$ cat config.mk
export PLATFORM = sky130hd
export DESIGN_NAME = adc_input_mux_select
export DESIGN_NICKNAME = d
export VERILOG_FILES = /design/src/amux_pkg.sv /design/src/adc_input_mux_select.sv
export SDC_FILE = /design/constraint.sdc
export NUM_CORES = 1
export LEC_CHECK = 0
export ABC_AREA = 1
export ABC_CLOCK_PERIOD_IN_PS = 3140
export BUFFER_PORTS_ARGS = -buffer_cell sky130_fd_sc_hd__buf_2
export CAP_MARGIN = 15
export CORE_MARGIN = 2
export CORE_UTILIZATION = 45
export CTS_CLUSTER_DIAMETER = 80
export DETAILED_ROUTE_END_ITERATION = 6
export GPL_ROUTABILITY_DRIVEN = 0
export GPL_TIMING_DRIVEN = 0
export HOLD_SLACK_MARGIN = 0.06
export PLACE_DENSITY = 0.72
export RECOVER_POWER = 50
export SKIP_CTS_REPAIR_TIMING = 1
export SYNTH_ARGS = -nofsm -noshare
export SYNTH_HDL_FRONTEND = slang
export SYNTH_SLANG_ARGS = --single-unit
$ cat constraint.sdc
create_clock -name clk -period 3.14 [get_ports clk]
set_input_delay 0.157 -clock clk [delete_from_list [all_inputs] [get_ports clk]]
set_output_delay 0.157 -clock clk [all_outputs]
set_load 0.005 [all_outputs]
$ cat src/amux_pkg.sv
/*
 Constants for the converter input selection block: register offsets,
 field layout, reset values and selection codes.
 Assumes an 8-bit special-function register bus from the processor core.
*/
package amux_pkg;
    localparam logic [7:0] NEG_SEL_ADDR = 8'hBA;
    localparam logic [7:0] POS_SEL_ADDR = 8'hBB;
    localparam int SEL_W = 5;
    localparam logic [4:0] SEL_RESET = 5'h1F;
    localparam logic [4:0] CODE_PORT_LAST = 5'h0F;
    localparam logic [4:0] CODE_SPECIAL_A = 5'h10;
    localparam logic [4:0] CODE_SPECIAL_B = 5'h11;
    localparam logic [4:0] CODE_P2_FIRST = 5'h12;
    localparam logic [4:0] CODE_P2_LAST = 5'h15;
    localparam int PIN_SRC = 16;
    localparam int P2_SRC = 4;
endpackage

$ cat src/adc_input_mux_select.sv
/*
 Input selection registers and switch decoding for the converter unit.
 Assumes single-cycle register writes and reads from the core, and a
 temperature sensor enable supplied by the reference control register.
*/
`timescale 1ns/1ps

// Functional notes
// RQ1: Positive field 5 bits, reset none, upper zero
// RQ2: Negative field 5 bits, reset none, upper zero
// RQ3: Negative codes: pins, reference, ground single-ended
// RQ4: Port 2 codes only on wide packages
// RQ5: Positive codes: pins, temperature sensor, supply
// RQ6: Sensor powered only while enable bit set
// RQ7: Differential mode unless negative is ground
// RQ8: Single-ended flag and one-hot switch enables
module adc_input_mux_select #(
    parameter bit HAS_PORT2 = 1'b1 // Package brings out port 2 pins
) (
    input wire logic clk, // System clock
    input wire logic rst_n, // Asynchronous reset, active low
    input wire logic [7:0] sfr_addr, // Register address
    input wire logic [7:0] sfr_wdata, // Write data
    input wire logic sfr_we, // Write strobe
    input wire logic sfr_re, // Read strobe
    input wire logic temp_sensor_power_on, // Enable from reference control
    output logic [7:0] sfr_rdata, // Registered read data
    output logic [15:0] pos_pin_en, // Positive switch to port 0/1 pins
    output logic [3:0] pos_p2_en, // Positive switch to port 2 pins
    output logic pos_temp_en, // Positive switch to temperature sensor
    output logic pos_vdd_en, // Positive switch to supply
    output logic [15:0] neg_pin_en, // Negative switch to port 0/1 pins
    output logic [3:0] neg_p2_en, // Negative switch to port 2 pins
    output logic neg_vref_en, // Negative switch to reference
    output logic neg_gnd_en, // Negative switch to ground
    output logic single_ended, // Converter single-ended mode
    output logic temp_sensor_pwr // Sensor bias supply enable
);
    logic [4:0] pos_sel;
    logic [4:0] neg_sel;

    function automatic logic [15:0] pin_onehot(input logic [4:0] code);
        pin_onehot = (code <= amux_pkg::CODE_PORT_LAST)
            ? (16'h0001 << code[3:0]) : 16'h0000;
    endfunction

    function automatic logic [3:0] p2_onehot(input logic [4:0] code,
                                             input logic present);
        logic [4:0] idx;
        idx = code - amux_pkg::CODE_P2_FIRST;
        p2_onehot = (present && code >= amux_pkg::CODE_P2_FIRST &&
                     code <= amux_pkg::CODE_P2_LAST)
            ? (4'h1 << idx[1:0]) : 4'h0;
    endfunction

    wire pos_hit = sfr_we && (sfr_addr == amux_pkg::POS_SEL_ADDR);
    wire neg_hit = sfr_we && (sfr_addr == amux_pkg::NEG_SEL_ADDR);
    wire [7:0] next_rdata =
        (sfr_addr == amux_pkg::POS_SEL_ADDR) ? {3'h0, pos_sel} : // [RQ1]
        (sfr_addr == amux_pkg::NEG_SEL_ADDR) ? {3'h0, neg_sel} : // [RQ2]
        8'h00;
    wire [15:0] next_pos_pin = pin_onehot(pos_sel); // [RQ5]
    wire [15:0] next_neg_pin = pin_onehot(neg_sel); // [RQ3]
    wire [3:0] next_pos_p2 = p2_onehot(pos_sel, HAS_PORT2); // [RQ4]
    wire [3:0] next_neg_p2 = p2_onehot(neg_sel, HAS_PORT2); // [RQ4]
    wire next_pos_temp = (pos_sel == amux_pkg::CODE_SPECIAL_A); // [RQ5]
    wire next_pos_vdd = (pos_sel == amux_pkg::CODE_SPECIAL_B); // [RQ5]
    wire next_neg_vref = (neg_sel == amux_pkg::CODE_SPECIAL_A); // [RQ3]
    wire next_neg_gnd = (neg_sel == amux_pkg::CODE_SPECIAL_B); // [RQ3]

    // Upper bits are dropped on write so they always read back zero
    always_ff @(posedge clk or negedge rst_n) begin
        if (!rst_n) begin
            pos_sel <= amux_pkg::SEL_RESET;
            neg_sel <= amux_pkg::SEL_RESET;
        end else begin
            if (pos_hit) pos_sel <= sfr_wdata[4:0]; // [RQ1]
            if (neg_hit) neg_sel <= sfr_wdata[4:0]; // [RQ2]
        end
    end

    always_ff @(posedge clk or negedge rst_n) begin
        if (!rst_n) sfr_rdata <= 8'h00;
        else if (sfr_re) sfr_rdata <= next_rdata;
    end

    // Switch enables are registered so no decode glitch reaches an
    // analog switch; selection changes land one cycle after the write.
    always_ff @(posedge clk or negedge rst_n) begin
        if (!rst_n) begin
            pos_pin_en <= 16'h0000;
            pos_p2_en <= 4'h0;
            pos_temp_en <= 1'b0;
            pos_vdd_en <= 1'b0;
            neg_pin_en <= 16'h0000;
            neg_p2_en <= 4'h0;
            neg_vref_en <= 1'b0;
            neg_gnd_en <= 1'b0;
            single_ended <= 1'b0;
            temp_sensor_pwr <= 1'b0;
        end else begin
            pos_pin_en <= next_pos_pin; // [RQ8]
            pos_p2_en <= next_pos_p2; // [RQ8]
            pos_temp_en <= next_pos_temp; // [RQ8]
            pos_vdd_en <= next_pos_vdd; // [RQ8]
            neg_pin_en <= next_neg_pin; // [RQ8]
            neg_p2_en <= next_neg_p2; // [RQ8]
            neg_vref_en <= next_neg_vref; // [RQ8]
            neg_gnd_en <= next_neg_gnd; // [RQ8]
            single_ended <= next_neg_gnd; // [RQ7] [RQ8]
            temp_sensor_pwr <= temp_sensor_power_on; // [RQ6]
        end
    end
endmodule // adc_input_mux_select

==> key figures <==
Run status
  – Result of the run: completed

Cells and area
  – Commonest cells after routing, fill and taps aside: 70 x nand2_1, 51 x nor2_1, 50 x buf_2, 50 x dfrtp_1, 20 x clkbuf_1
  – Final antenna diode count: 0
  – Count of filler cells inserted in the layout: 418
  – Layout area overhead: 30.2%
  – Most frequent standard cell in the layout excluding fill and tap cells: nand2_1
  – Post-layout nets: 339
  – Share of layout cells above drive strength 1: 27.2%

STA
  – Period utilization: 44.1%
  – Max Clk Rate: 723 MHz
  – Number of endpoints failing setup at the final stage: 0
  – Worst Skew: 0.00520 ns
  – Setup repair after global routing missed its margin: false
  – Final Max Tran Viols: 0
  – Relative slew margins: 26.8%
  – Setup TNS: 0 ns
  – Min Clock Period, post-route: 1.38 ns
  – Slew of the pin with the lowest slew margin: 1.10 ns
  – Hold violation count in the final report: 0

Floorplan
  – Width of the die: 74.8 µm
  – Die outline height: 74.8 µm
  – Row count: 25
  – Placeable Area: 0.00479 mm²
  – Initial Utilization: 47.1%
  – Die footprint: 0.00560 mm²
  – Number of top-level pins: 75

Worst setup path
  – Worst reg2reg endpoint: sfr_rdata[2]$_DFFE_PN0P_
  – Count of cells along the worst register-to-register path: 5
  – Worst setup path category: input port to async pin
  – Kind of cell adding the most delay to the critical path: buffers and inverters
  – Number of buffers and inverters on the critical path: 3
  – Cells along the critical path: dlygate4sd3_1, clkbuf_1, buf_12
  – Worst-path fanout max: 41
  – WP data arrival: 1.83 ns
  – Launching point of the worst reg2reg path: neg_sel[2]$_DFFE_PN1P_
  – Critical path required time: 3.59 ns
  – Critical path depth in cells: 3
  – CP Capture Type: async pin
  – Standard cell with the maximum stage delay on the critical path: clkbuf_1
  – Register-to-register setup slack: 1.95 ns
  – Slowest cell delay on critical path: 0.81 ns
  – Crit start category: input port

Pwr
  – Standby leakage power: 0.00163 µW
  – Power per cell area: 562 mW/mm²
  – PnR Total Power: 1650 µW
  – VDD IR max: 0.000249 V

Worst hold path
  – Worst hold path type: input port to register
  – Hold-critical path endpoint: neg_sel[4]$_DFFE_PN1P_
  – Launch point of the worst hold path: sfr_wdata[4]
  – Number of stages on the worst hold path: 3

Synth
  – Count of unique library cells instantiated by Yosys: 19
  – Average cell area after synthesis: 9.77 µm²
  – Number of storage elements in the synthesis netlist: 60
  – Syn. warnings: 0
  – Cell Area, Synth: 0.00226 mm²
  – Post-Syn Instances: 231
  – Sequential element share of the synthesized area: 67.1%

GRT
  – Met1 track demand over resource: 20.9%
  – GR Overflow Total: 0
  – Met3 Use GR: 4.15%
  – Met2 demand-to-capacity share in global routing: 26.4%
  – Antenna violations before repair: 0
  – Most heavily used metal layer in global routing: met2
  – Via count of the first global-routing pass: 1639
  – Total global routing track utilization: 17.0%
  – Largest net degree at the start of global routing: 42
  – Wire length of the first global-routing pass: 6930 µm

CTS
  – Total CTS buffers: 9
  – CTS tree: done
  – Root buffer cell: clkbuf_8
  – Maximum clock path buffer count: 2
  – CTS clock-pin slew for the worst setup and hold paths: 0.06 ns
  – Number of clock sinks: 60
  – H-tree levels: 3
  – Clock latency on the worst-skew pair: 0.32 ns

Detailed routing
  – Total wire length: 4170 µm
  – Number of DRC violations after detailed routing: 0
  – Via/cell ratio: 4.42
  – First drt pass iteration count: 4
  – Wire length per cell after detailed routing: 10.7 µm
  – Initial detailed-routing violation count: 96
  – Count of nets left with antenna violations after detail routing: 0
  – Total via count after detailed routing: 1723

Placed design
  – PortBufs: 68
  – Placed wire-length estimate after detailed placement: 3020 µm

Flow run
  – Max-cap violation count: 0
==> worst min-delay path: cells and delay by family <==
kind                   cells  cell delay (ns)
buffers and inverters      1             0.11
and+or+nand+nor            2             0.10
==> report_power, final <==
| group | internal, µW | switching (µW) |
|---|---|---|
| Sequential | 796 | 15.9 |
| Combinational | 36.7 | 65.1 |
| Clock | 464 | 273 |
==> synthesized netlist by cell type <==
cell      instances  area share, %
buf_4             4            1.3
buf_6             1           0.50
clkbuf_1          1           0.17
clkinv_1          2           0.33
conb_1            1           0.17
dfrtp_1          50             55
dfstp_2          10             12
inv_1             9            1.5
inv_2             9            1.5
nand2_1          69             11
nand2_2           1           0.28
nand2_4           1           0.50
nand3_1          10            2.2
nand3_2           1           0.44
nor2_1           50            8.3
nor2_4            3            1.5
nor2_8            1           0.89
nor3_1            3           0.67
o21ai_1           5            1.1
==> worst max path at each step <==
stage                           start  slack (ns)                       end
3_3_place_gp                    rst_n        1.86  sfr_rdata[0]$_DFFE_PN0P_
3_5_place_dp   neg_sel[2]$_DFFE_PN1P_        1.97   neg_pin_en[8]$_DFF_PN0_
5_1_grt                         rst_n        1.51    neg_sel[4]$_DFFE_PN1P_
2_1_floorplan  neg_sel[2]$_DFFE_PN1P_        2.10   neg_pin_en[8]$_DFF_PN0_
6_report                        rst_n        1.76    neg_sel[4]$_DFFE_PN1P_
4_1_cts        neg_sel[2]$_DFFE_PN1P_        1.96  sfr_rdata[2]$_DFFE_PN0P_
==> sequential cells by signal, summed over array words and instances (netlist names), 4 cells and up <==
name,flops
neg_pin_en,16
pos_pin_en,16
neg_sel,5
pos_sel,5
sfr_rdata,5
neg_p2_en,4
pos_p2_en,4
==> stage by stage <==
step	worst slack, ns	utilization (%)	instance area [µm²]	cells	hold WS (ns)
floorplan	2.10	-	2260	233	-0.139
CTS	1.96	61.1	2920	385	-0.230
detailed placement	1.97	56.6	2710	369	0.133
finish	1.76	61.4	2940	390	0.0570
global route	1.51	61.4	2940	390	0.0669
global placement	1.86	56.2	2690	368	0.267
==> cells by family after synthesis <==
family / Yosys count / synth area share (%)
simple gates: 139 / 26.3
flops: 60 / 67.1
buf+inv: 26 / 5.32
compound gates: 5 / 1.11
other cells: 1 / 0.166
==> metal layers <==
metal / vias to the layer above / part of all wire (%)
met5: - / 0
met4: 0 / 1.8
met3: 9 / 5.5
met2: 57 / 48
met1: 792 / 45
li1: 865 / -
==> cell type report <==
type                       instances  area [µm²]  share of cell area (%)
multi-input combinational        147         614                    20.9
clock buffer                      11         141                    4.81
inverter                          20        75.1                    2.56
sequential                        60        1510                    51.6
tap                               67        83.8                    2.85
buffer                             6        45.0                    1.53
clock inverter                     5        75.1                    2.56
timing repair buffer              74         388                    13.2
Note: power is estimated with default switching activity, not from simulation.
